**src/logic/ldoc_cfg.svh**
```systemverilog
// Constants for the loop detector output control block
//
// Summary of operation
// - Nine sensitivity levels, continuous call, channel off
// - Continuous call forces Call, oscillator off, flashes
// - Channel off forces No Call, oscillator off, flashes
// - Call delay 0 to 255 s, presence relay
// - Delay counts from entry, remaining time shown
// - Extension 0 to 25.5 s in tenths
// - Extension counts from zone clear, call held
// - Entry during extension: Detect, full restart
// - Max presence off holds call; 1-999 s
// - Max presence counts from call; vacancy drops
// - Max presence zero triggers automatic detector reset
// - Inductance display, peak change held two seconds
// - Inductance display hides timers, ends after 15 min
// - Vehicle count wraps after 99999, shown optionally
// - Count clear option zeroes count, only means
// - Clear reverts itself; reset keeps the count
// - Buzzer sounds on secondary pulses, ends 15 min
// - Mode 5.0: count, quarter second per vehicle
// - Two vehicles over loop means tailgating
// - Modes 5.1-5.3 pulse on tailgating only
// - Modes 5.4-5.6 active: vehicles after the first
// - Modes 5.4-5.6 inactive: every vehicle pulses
// - Control polarity option inverts control input sense
`ifndef LDOC_CFG_SVH
`define LDOC_CFG_SVH

// Clock and tick timing
`define LDOC_CLK_HZ 20000000
`define LDOC_TICK_MS 50
`define LDOC_TICK_CYC (`LDOC_CLK_HZ / 1000 * `LDOC_TICK_MS)
`define LDOC_TENTH_MS 100
`define LDOC_TICKS_PER_TENTH (`LDOC_TENTH_MS / `LDOC_TICK_MS)
`define LDOC_TENTHS_PER_SEC 10

// Secondary relay pulse lengths in milliseconds and in ticks
`define LDOC_PULSE_Q_MS 250
`define LDOC_PULSE_1_MS 1000
`define LDOC_PULSE_5_MS 5000
`define LDOC_PULSE_Q_T 7'((`LDOC_PULSE_Q_MS) / `LDOC_TICK_MS)
`define LDOC_PULSE_1_T 7'((`LDOC_PULSE_1_MS) / `LDOC_TICK_MS)
`define LDOC_PULSE_5_T 7'((`LDOC_PULSE_5_MS) / `LDOC_TICK_MS)

// Option timeouts and peak hold, counted in tenths
`define LDOC_OPT_TO_MIN 15
`define LDOC_OPT_TO_T 14'(`LDOC_OPT_TO_MIN * 60 * `LDOC_TENTHS_PER_SEC)
`define LDOC_PEAK_HOLD_S 2
`define LDOC_PEAK_HOLD_T 5'(`LDOC_PEAK_HOLD_S * `LDOC_TENTHS_PER_SEC)

// Limits and codes
`define LDOC_COUNT_MAX 17'd99999
`define LDOC_MAXP_MAX 10'd999
`define LDOC_SENS_OFF 4'h0
`define LDOC_SENS_TOP 4'h9
`define LDOC_SENS_CALL 4'ha
`define LDOC_SENS_RST 4'h5
`define LDOC_MODE_TOP 3'h6
`define LDOC_THRESH_L1 12'h100

// Register byte addresses
`define LDOC_REG_SENS 8'h00
`define LDOC_REG_DELAY 8'h04
`define LDOC_REG_EXT 8'h08
`define LDOC_REG_MAXP 8'h0c
`define LDOC_REG_OPT 8'h10
`define LDOC_REG_STAT 8'h14
`define LDOC_REG_COUNT 8'h18
`define LDOC_REG_DISP 8'h1c

// Option register fields
`define LDOC_OPT_IND 0
`define LDOC_OPT_CNT 1
`define LDOC_OPT_CLR 2
`define LDOC_OPT_BUZZ 3
`define LDOC_OPT_POL 4
`define LDOC_OPT_MODE 7:5

// Bus responses
`define LDOC_RESP_OK 2'h0
`define LDOC_RESP_ERR 2'h2

`endif

```
**src/logic/ldoc_pkg.sv**
```systemverilog
// Types for the loop detector output control block
package ldoc_pkg;

  typedef enum logic [2:0] {P_IDLE, P_DELAY, P_DETECT, P_EXTEND, P_HOLD} ldoc_pres_e;

  typedef enum logic [3:0] {
    D_DASH, D_CALL, D_DELAY, D_EXT, D_MAXP, D_IND, D_DL, D_COUNT, D_FCALL, D_FOFF
  } ldoc_disp_e;

  typedef struct packed {
    logic [31:0] cnt;
    logic half;
    logic fast;
    logic tenth;
  } ldoc_tick_s;

  typedef struct packed {
    logic aw_got;
    logic [7:0] awaddr;
    logic w_got;
    logic [31:0] wdata;
    logic [3:0] wstrb;
    logic bvalid;
    logic [1:0] bresp;
    logic rvalid;
    logic [1:0] rresp;
    logic [31:0] rdata;
    logic [3:0] sens;
    logic [7:0] delay;
    logic [7:0] ext;
    logic [9:0] maxp;
    logic opt_ind;
    logic opt_cnt;
    logic opt_buzz;
    logic opt_pol;
    logic [2:0] mode;
    ldoc_pres_e pst;
    logic [11:0] tmr;
    logic [13:0] mp;
    logic relay_a;
    logic [6:0] rb_cnt;
    logic relay_b;
    logic buzz;
    logic [16:0] count;
    logic [13:0] ind_to;
    logic [13:0] buzz_to;
    logic [15:0] peak;
    logic [4:0] peak_to;
    logic gate_s1;
    logic gate_s2;
    logic gate_act;
    logic first_done;
    logic det_reset;
    logic osc_en;
    logic [11:0] thresh;
    ldoc_disp_e dmode;
    logic [16:0] dval;
  } ldoc_st_s;

endpackage

```
**src/logic/ldoc_tick_if.sv**
```systemverilog
// Tick enables shared between the tick generator and the control logic
`timescale 1ns/1ns
interface ldoc_tick_if;
  logic fast;
  logic tenth;
  modport src (output fast, output tenth);
  modport dst (input fast, input tenth);
endinterface

```
**src/logic/ldoc_tick.sv**
```systemverilog
// Tick generator: one pulse per tick period and one per tenth of a second
`timescale 1ns/1ns
`include "ldoc_cfg.svh"
module ldoc_tick import ldoc_pkg::*; #(
  parameter int TICK_CYCLES = `LDOC_TICK_CYC
) (
  // Clock and reset
  input wire logic aclk,
  input wire logic aresetn,
  // Tick enables
  ldoc_tick_if.src tk
);
  ldoc_tick_s st;
  ldoc_tick_s next_st;

  always_comb begin
    next_st = st;
    next_st.fast = 1'b0;
    next_st.tenth = 1'b0;
    if (st.cnt == 32'(TICK_CYCLES - 1)) begin
      next_st.cnt = '0;
      next_st.fast = 1'b1;
      next_st.half = ~st.half;
      next_st.tenth = st.half;
    end else begin
      next_st.cnt = st.cnt + 32'd1;
    end
  end

  always_ff @(posedge aclk) begin
    if (!aresetn) begin
      st <= '0;
    end else begin
      st <= next_st;
    end
  end

  assign tk.fast = st.fast;
  assign tk.tenth = st.tenth;
endmodule

```
**src/logic/ldoc_top.sv**
```systemverilog
// Loop detector output control: relays, timers, count and register slave
`timescale 1ns/1ns
`include "ldoc_cfg.svh"
module ldoc_top import ldoc_pkg::*; #(
  parameter int TICK_CYCLES = `LDOC_TICK_CYC
) (
  // Clock and reset
  input wire logic aclk,
  input wire logic aresetn,
  // AXI4-Lite write channels
  input wire logic [7:0] awaddr,
  input wire logic awvalid,
  output logic awready,
  input wire logic [31:0] wdata,
  input wire logic [3:0] wstrb,
  input wire logic wvalid,
  output logic wready,
  output logic [1:0] bresp,
  output logic bvalid,
  input wire logic bready,
  // AXI4-Lite read channels
  input wire logic [7:0] araddr,
  input wire logic arvalid,
  output logic arready,
  output logic [31:0] rdata,
  output logic [1:0] rresp,
  output logic rvalid,
  input wire logic rready,
  // Loop front end
  input wire logic veh_present,
  input wire logic veh_cross,
  input wire logic veh_tailgate,
  input wire logic [11:0] loop_uh,
  input wire logic [15:0] dl_pct,
  output logic osc_enable,
  output logic [11:0] det_threshold,
  output logic det_reset,
  // Gate control pin
  input wire logic gate_ctrl,
  // Relays, buzzer and display
  output logic relay_a,
  output logic relay_b,
  output logic buzzer,
  output ldoc_disp_e disp_mode,
  output logic [16:0] disp_value
);
  ldoc_st_s st;
  ldoc_st_s next_st;
  ldoc_tick_if tk ();

  ldoc_tick #(
    .TICK_CYCLES(TICK_CYCLES)
  ) u_tick (
    .aclk(aclk),
    .aresetn(aresetn),
    .tk(tk)
  );

  logic wr_go;
  logic clr_go;
  logic act;
  logic first_eff;
  logic ev;
  logic [6:0] len;
  logic in_call;
  logic [9:0] mp_new;

  always_comb begin
    next_st = st;
    wr_go = st.aw_got && st.w_got;
    clr_go = 1'b0;
    act = 1'b0;
    first_eff = 1'b0;
    ev = 1'b0;
    len = `LDOC_PULSE_Q_T;
    in_call = (st.pst == P_DETECT) || (st.pst == P_EXTEND);
    mp_new = st.maxp;
    next_st.det_reset = 1'b0;

    // Gate pin synchroniser and polarity
    next_st.gate_s1 = gate_ctrl;
    next_st.gate_s2 = st.gate_s1;
    act = st.gate_s2 ^ st.opt_pol;
    next_st.gate_act = act;

    // Option timeouts
    if (tk.tenth && st.ind_to != '0) begin
      next_st.ind_to = st.ind_to - 14'd1;
      if (st.ind_to == 14'd1) begin
        next_st.opt_ind = 1'b0;
      end
    end
    if (tk.tenth && st.buzz_to != '0) begin
      next_st.buzz_to = st.buzz_to - 14'd1;
      if (st.buzz_to == 14'd1) begin
        next_st.opt_buzz = 1'b0;
      end
    end

    // Write address and data may arrive in either order
    if (awvalid && awready) begin
      next_st.aw_got = 1'b1;
      next_st.awaddr = awaddr;
    end
    if (wvalid && wready) begin
      next_st.w_got = 1'b1;
      next_st.wdata = wdata;
      next_st.wstrb = wstrb;
    end
    if (st.bvalid && bready) begin
      next_st.bvalid = 1'b0;
    end
    if (wr_go) begin
      next_st.aw_got = 1'b0;
      next_st.w_got = 1'b0;
      next_st.bvalid = 1'b1;
      next_st.bresp = `LDOC_RESP_OK;
      case (st.awaddr)
        `LDOC_REG_SENS: begin
          if (st.wstrb[0] && st.wdata[3:0] <= `LDOC_SENS_CALL) begin
            next_st.sens = st.wdata[3:0];
          end
        end
        `LDOC_REG_DELAY: begin
          if (st.wstrb[0]) begin
            next_st.delay = st.wdata[7:0];
          end
        end
        `LDOC_REG_EXT: begin
          if (st.wstrb[0]) begin
            next_st.ext = st.wdata[7:0];
          end
        end
        `LDOC_REG_MAXP: begin
          if (st.wstrb[0]) begin
            mp_new[7:0] = st.wdata[7:0];
          end
          if (st.wstrb[1]) begin
            mp_new[9:8] = st.wdata[9:8];
          end
          if (mp_new <= `LDOC_MAXP_MAX) begin
            next_st.maxp = mp_new;
          end
        end
        `LDOC_REG_OPT: begin
          if (st.wstrb[0]) begin
            next_st.opt_ind = st.wdata[`LDOC_OPT_IND];
            next_st.ind_to = st.wdata[`LDOC_OPT_IND] ?
              (st.opt_ind ? next_st.ind_to : `LDOC_OPT_TO_T) : '0;
            next_st.opt_cnt = st.wdata[`LDOC_OPT_CNT];
            next_st.opt_buzz = st.wdata[`LDOC_OPT_BUZZ];
            next_st.buzz_to = st.wdata[`LDOC_OPT_BUZZ] ?
              (st.opt_buzz ? next_st.buzz_to : `LDOC_OPT_TO_T) : '0;
            next_st.opt_pol = st.wdata[`LDOC_OPT_POL];
            clr_go = st.wdata[`LDOC_OPT_CLR];
            if (st.wdata[`LDOC_OPT_MODE] <= `LDOC_MODE_TOP) begin
              next_st.mode = st.wdata[`LDOC_OPT_MODE];
            end
          end
        end
        `LDOC_REG_STAT, `LDOC_REG_COUNT, `LDOC_REG_DISP: begin
          next_st.bresp = `LDOC_RESP_OK;
        end
        default: begin
          next_st.bresp = `LDOC_RESP_ERR;
        end
      endcase
    end

    // Read channel
    if (st.rvalid && rready) begin
      next_st.rvalid = 1'b0;
    end
    if (arvalid && arready) begin
      next_st.rvalid = 1'b1;
      next_st.rresp = `LDOC_RESP_OK;
      next_st.rdata = '0;
      case (araddr)
        `LDOC_REG_SENS: next_st.rdata[3:0] = st.sens;
        `LDOC_REG_DELAY: next_st.rdata[7:0] = st.delay;
        `LDOC_REG_EXT: next_st.rdata[7:0] = st.ext;
        `LDOC_REG_MAXP: next_st.rdata[9:0] = st.maxp;
        `LDOC_REG_OPT: begin
          next_st.rdata[`LDOC_OPT_IND] = st.opt_ind;
          next_st.rdata[`LDOC_OPT_CNT] = st.opt_cnt;
          next_st.rdata[`LDOC_OPT_BUZZ] = st.opt_buzz;
          next_st.rdata[`LDOC_OPT_POL] = st.opt_pol;
          next_st.rdata[`LDOC_OPT_MODE] = st.mode;
        end
        `LDOC_REG_STAT: begin
          next_st.rdata[0] = st.relay_a;
          next_st.rdata[1] = st.relay_b;
          next_st.rdata[2] = st.gate_act;
          next_st.rdata[3] = st.osc_en;
          next_st.rdata[6:4] = st.pst;
        end
        `LDOC_REG_COUNT: next_st.rdata[16:0] = st.count;
        `LDOC_REG_DISP: begin
          next_st.rdata[16:0] = st.dval;
          next_st.rdata[23:20] = st.dmode;
        end
        default: next_st.rresp = `LDOC_RESP_ERR;
      endcase
    end

    // Secondary relay events
    first_eff = (act != st.gate_act) ? 1'b0 : st.first_done;
    next_st.first_done = first_eff;
    unique case (st.mode)
      3'h0: ev = veh_cross;
      3'h1, 3'h2, 3'h3: ev = veh_tailgate;
      default: begin
        ev = veh_cross && (!act || first_eff);
        if (veh_cross && act) begin
          next_st.first_done = 1'b1;
        end
      end
    endcase
    unique case (st.mode)
      3'h2: len = `LDOC_PULSE_1_T;
      3'h3, 3'h6: len = `LDOC_PULSE_5_T;
      default: len = `LDOC_PULSE_Q_T;
    endcase
    if (clr_go) begin
      next_st.count = '0;
    end
    if (ev) begin
      next_st.count = (next_st.count == `LDOC_COUNT_MAX) ? '0 :
        next_st.count + 17'd1;
      next_st.rb_cnt = len;
    end else if (tk.fast && st.rb_cnt != '0) begin
      next_st.rb_cnt = st.rb_cnt - 7'd1;
    end
    next_st.relay_b = next_st.rb_cnt != '0;
    next_st.buzz = next_st.relay_b && next_st.opt_buzz;

    // Presence state machine
    if (st.sens == `LDOC_SENS_OFF || st.sens == `LDOC_SENS_CALL) begin
      next_st.pst = P_IDLE;
    end else begin
      unique case (st.pst)
        P_IDLE: begin
          if (veh_present) begin
            next_st.mp = 14'(st.maxp * `LDOC_TENTHS_PER_SEC);
            if (st.delay == '0) begin
              next_st.pst = P_DETECT;
            end else begin
              next_st.pst = P_DELAY;
              next_st.tmr = 12'(st.delay * `LDOC_TENTHS_PER_SEC);
            end
          end
        end
        P_DELAY: begin
          if (!veh_present) begin
            next_st.pst = P_IDLE;
          end else if (tk.tenth) begin
            next_st.tmr = st.tmr - 12'd1;
            if (st.tmr <= 12'd1) begin
              next_st.pst = P_DETECT;
              next_st.mp = 14'(st.maxp * `LDOC_TENTHS_PER_SEC);
            end
          end
        end
        P_DETECT: begin
          if (!veh_present) begin
            next_st.pst = (st.ext == '0) ? P_IDLE : P_EXTEND;
            next_st.tmr = {4'h0, st.ext};
          end
        end
        P_EXTEND: begin
          if (veh_present) begin
            next_st.pst = P_DETECT;
          end else if (tk.tenth) begin
            next_st.tmr = st.tmr - 12'd1;
            if (st.tmr <= 12'd1) begin
              next_st.pst = P_IDLE;
            end
          end
        end
        P_HOLD: begin
          if (!veh_present) begin
            next_st.pst = P_IDLE;
          end
        end
      endcase
      if (in_call && st.maxp != '0 && tk.tenth && next_st.pst != P_IDLE) begin
        next_st.mp = st.mp - 14'd1;
        if (st.mp <= 14'd1) begin
          next_st.pst = P_HOLD;
          next_st.det_reset = 1'b1;
        end
      end
    end
    unique case (st.sens)
      `LDOC_SENS_OFF: next_st.relay_a = 1'b0;
      `LDOC_SENS_CALL: next_st.relay_a = 1'b1;
      default: next_st.relay_a = (next_st.pst == P_DETECT) ||
        (next_st.pst == P_EXTEND);
    endcase
    next_st.osc_en = (st.sens != `LDOC_SENS_OFF) && (st.sens <= `LDOC_SENS_TOP);
    next_st.thresh = next_st.osc_en ? (`LDOC_THRESH_L1 >> (st.sens - 4'h1)) : '0;

    // Peak change hold while the inductance display is on
    if (in_call && st.opt_ind) begin
      if (dl_pct > st.peak) begin
        next_st.peak = dl_pct;
        next_st.peak_to = `LDOC_PEAK_HOLD_T;
      end else if (tk.tenth) begin
        if (st.peak_to != '0) begin
          next_st.peak_to = st.peak_to - 5'd1;
        end else begin
          next_st.peak = dl_pct;
        end
      end
    end else begin
      next_st.peak = '0;
      next_st.peak_to = '0;
    end

    // Display selection
    next_st.dval = '0;
    if (st.sens == `LDOC_SENS_CALL) begin
      next_st.dmode = D_FCALL;
    end else if (st.sens == `LDOC_SENS_OFF) begin
      next_st.dmode = D_FOFF;
    end else if (st.opt_cnt) begin
      next_st.dmode = D_COUNT;
      next_st.dval = st.count;
    end else if (st.opt_ind) begin
      next_st.dmode = in_call ? D_DL : D_IND;
      next_st.dval = in_call ? {1'b0, st.peak} : {5'h0, loop_uh};
    end else if (st.pst == P_DELAY) begin
      next_st.dmode = D_DELAY;
      next_st.dval = {5'h0, st.tmr};
    end else if (st.pst == P_EXTEND) begin
      next_st.dmode = D_EXT;
      next_st.dval = {5'h0, st.tmr};
    end else if (in_call && st.maxp != '0) begin
      next_st.dmode = D_MAXP;
      next_st.dval = {3'h0, st.mp};
    end else begin
      next_st.dmode = in_call ? D_CALL : D_DASH;
    end
  end

  always_ff @(posedge aclk) begin
    if (!aresetn) begin
      st <= '0;
      st.pst <= P_IDLE;
      st.dmode <= D_DASH;
      st.sens <= `LDOC_SENS_RST;
      st.osc_en <= 1'b1;
      st.thresh <= `LDOC_THRESH_L1 >> (`LDOC_SENS_RST - 4'h1);
      st.count <= st.count;
    end else begin
      st <= next_st;
    end
  end

  // Handshake outputs
  assign awready = !st.aw_got && !st.bvalid;
  assign wready = !st.w_got && !st.bvalid;
  assign arready = !st.rvalid;
  // Registered outputs
  assign bvalid = st.bvalid;
  assign bresp = st.bresp;
  assign rvalid = st.rvalid;
  assign rresp = st.rresp;
  assign rdata = st.rdata;
  assign relay_a = st.relay_a;
  assign relay_b = st.relay_b;
  assign buzzer = st.buzz;
  assign osc_enable = st.osc_en;
  assign det_threshold = st.thresh;
  assign det_reset = st.det_reset;
  assign disp_mode = st.dmode;
  assign disp_value = st.dval;
endmodule

```
**config.mk**
```make
export PLATFORM = sky130hd
export DESIGN_NAME = ldoc_top
export DESIGN_NICKNAME = d
export VERILOG_FILES = /design/src/logic/ldoc_pkg.sv /design/src/logic/ldoc_tick_if.sv /design/src/logic/ldoc_tick.sv /design/src/logic/ldoc_top.sv
export VERILOG_INCLUDE_DIRS = /design/src /design/src/logic
export SDC_FILE = /design/constraint.sdc
export NUM_CORES = 1
export LEC_CHECK = 0
export ABC_CLOCK_PERIOD_IN_PS = 6600
export BUFFER_PORTS_ARGS = -buffer_cell sky130_fd_sc_hd__buf_2
export CORE_MARGIN = 1
export CORE_UTILIZATION = 55
export DETAILED_ROUTE_END_ITERATION = 8
export GPL_TIMING_DRIVEN = 0
export MAX_ROUTING_LAYER = met4
export PLACE_DENSITY = 0.76
export SYNTH_ARGS = -nofsm -noshare
export SYNTH_HDL_FRONTEND = slang
export SYNTH_HIERARCHICAL = 1
export SYNTH_SLANG_ARGS = --single-unit
```
**constraint.sdc**
```tcl
create_clock -name aclk -period 6.6 [get_ports aclk]
set_clock_uncertainty 0.1 [all_clocks]
set_input_delay 1.65 -clock aclk [delete_from_list [all_inputs] [get_ports aclk]]
set_output_delay 1.65 -clock aclk [all_outputs]
set_load 0.02 [all_outputs]
```
==> out/results.ini <==
[outcome]
status = finished clean

[timing]
finalSetupViolations = 0
fin_crit_sh = 0.639
layout_setup_ws_ps = 2380
worst_pin_slew_ps = 1120
setup_tns_ps = 0
hold_violations = 0
rsz0062_at_grt = false
fin_hold_ws_ps = 343
fin_crit_ps = 4220
slew_headroom = 0.244
slew_viol_final = 0
maxClockFrequency_ghz = 0.237

[routing]
antenna_left = 0
wirelength_um = 41600
drcViolationCount = 0
via_per_inst = 5.88
first_pass_iters = 7
num_vias = 13200
drt-initial-drc-count = 1196
wl_per_cell_um = 18.5

[floorplan]
die_h_um = 165
rows = 59
dieWidth_um = 165
core_mm2 = 0.0260
start_util = 0.560
io_pins = 170
die_area_mm2 = 0.0271

[global_routing]
grt_util_all_layers = 0.313
grt_overflow_total = 0
antenna_found_initial = 1
grt_pass1_vias = 12300
grt_pass1_wl_um = 64700
grt_max_degree = 26

[critical_path]
critPathLaunchType = primary input
critPathKind = primary input to register
cpPeakStageDelay_ps = 780
path_cells = buf_2 > clkbuf_1 > clkbuf_1 > clkbuf_1 > o311ai_0
cp-end-kind = register
worstPathMaxFanout = 25
worstPathArrival_ps = 4460
cp_top_family = buffers and inverters
crit_path_top_delay_cell = clkbuf_1
worst_path_most_repeated_cell = clkbuf_1
required_ps = 6850
critPathBufInv = 4

[synthesis]
synthMuxAreaShare = 0.0470
yosys.cell_types.count = 87
yosysWarnings = 6
synth_edf_count = 17
syn_avg_cell_area_um2 = 8.49
synth_xor_area_frac = 0.0524
ys_top_cells_by_count = 243 x dfxtp_1, 224 x nand2_1, 145 x nor2_1, 70 x buf_4, 69 x a21oi_1
async_flop_share = 0
synth-adder-area-share = 0.0526
synth_compound_area_frac = 0.165
synth_top_family_by_area = simple AND/OR/NAND/NOR gates
netlist.area_leader.share = 0.334
syn_inst = 1714
synthTopCellsByArea = dfxtp_1 33%, nand2_1 5.8%, ha_1 5.0%, nor2_1 3.7%, buf_4 3.6%
synth-simple-area-share = 0.240
ys.flop_type = dfxtp_1
yosysSeqAreaShare = 0.369
syn-cell-area_mm2 = 0.0146
yosysTopAreaCell = dfxtp_1
synth.most_common_cell = dfxtp_1
synth.ff_latch_count = 260

[cts]
cts_tree = yes
ctsHoldBuffers = 0
cts_buffers = 29
clkTransAtPathRegs_ps = 60
cts-resized-gates = 0
clockBufferDepth = 3
clk_latency_ps = 560
post_cts_buffers = 0
cts_sinks = 260
htree_levels = 1
clockRootBuffer = clkbuf_16

[job]
max_cap_viol_count = 0

[placement]
dp_hpwl_um = 31500
place_ws_ps = 2020
place_area_mm2 = 0.0157
placed_cells = 2192
gp_congestion = 1.01
io_buffers = 128

[finish]
nFillCells = 2299
final_area_mm2 = 0.0166
multi_input_area_mm2 = 0.00817
finalNonFillerCells = 2248
ff_latch_area_mm2 = 0.00538
fin_util = 0.639
syn_to_final_growth_pct = 14.2
layout-drive-gt1-share = 0.162
nNetsFinal = 2039

[pwr]
power.switching_mw = 0.951
p_total_mw = 3.66
peakVddDrop_uv = 205
power_leakage_nw = 6.75
power.density_mw_per_mm2 = 220
pwr-share-comb = 0.106
pwr-share-clk = 0.438
seqPwrFrac = 0.455
switching_share = 0.260
intPower_mw = 2.71

[min_path]
hold_path.class = register to register

## state kept, by name, summed over array words and instances (netlist names), 4 cells and up
name	count
st	164
u_tick/st	33
det_threshold	9
rdata	21
disp_value	17
disp_mode	4
## power groups by stage
| stage | Sequential [mW] | Combinational, mW | Clock, mW |
|---|---|---|---|
| 2_1_floorplan | 1.69 | 0.270 | 0 |
| 3_3_place_gp | 1.70 | 0.375 | 0 |
| 3_5_place_dp | 1.70 | 0.380 | 0 |
| 4_1_cts | 1.67 | 0.382 | 1.63 |
| 5_1_grt | 1.67 | 0.424 | 1.69 |
| 6_report | 1.67 | 0.389 | 1.61 |
## layout make-up
| type | instances | share of cell area |
|---|---|---|
| Antenna cell | 2 | 0.000301 |
| Multi-Input combinational cell | 1265 | 0.492 |
| Clock inverter | 9 | 0.00459 |
| Sequential cell | 260 | 0.324 |
| Timing Repair Buffer | 128 | 0.0386 |
| Tap cell | 335 | 0.0252 |
| Buffer | 147 | 0.0512 |
| Clock buffer | 45 | 0.0522 |
| Inverter | 57 | 0.0129 |
## layer usage
layer | global-route usage | part of all wire | up-vias | wire length [um]
met5 | - | 0 | - | 0
met1 | 0.414 | 0.43 | 6205 | 18000
met3 | 0.0480 | 0.085 | 102 | 3540
li1 | - | - | 6344 | -
met4 | 0.103 | 0.031 | 0 | 1280
met2 | 0.487 | 0.45 | 561 | 18700
## path summary, 6_finish.rpt
path / start / end / slack, ps / cells past startpoint
worst max register to register: st[219] / st[91] / 3270 / 10
worst max-delay path: aresetn / st[179] / 2380 / 5
worst min register to register: next_st[37] / st[37] / 340 / 1
worst min-delay path: next_st[37] / st[37] / 340 / 1
## cells in the final DEF (no fill, tap or decap), types with 9 or more instances in the layout
cell type,instances
nand2_1,224
buf_2,141
o211a_1,9
nand2b_1,18
clkbuf_16,30
buf_4,70
o211ai_1,9
nor4_1,22
nor2_1,145
or3_1,14
nand3b_1,12
inv_1,57
a31oi_1,11
clkbuf_1,70
mux2_2,18
a22oi_1,27
a21boi_0,38
a221oi_1,9
nor2b_1,56
a21o_1,10
o21ai_0,60
edfxtp_1,17
xor2_1,45
conb_1,16
dfxtp_1,243
a222oi_1,16
xnor2_1,42
and2_1,25
ha_1,58
nand4_1,26
mux2i_1,48
and3_1,10
nand3_1,47
nor3_1,48
a21oi_1,69
o21a_1,18
## cells by family after synthesis
family                   count (synthesis)
XOR/XNOR                                87
AO/OA/AOI/OAI                          343
other                                    1
buffers and inverters                  204
adder cells (fa/ha/maj)                 60
multiplexers                            66
flip-flops                             260
AND/OR/NAND/NOR                        693
No activity file was read; power rests on OpenSTA's default activity.
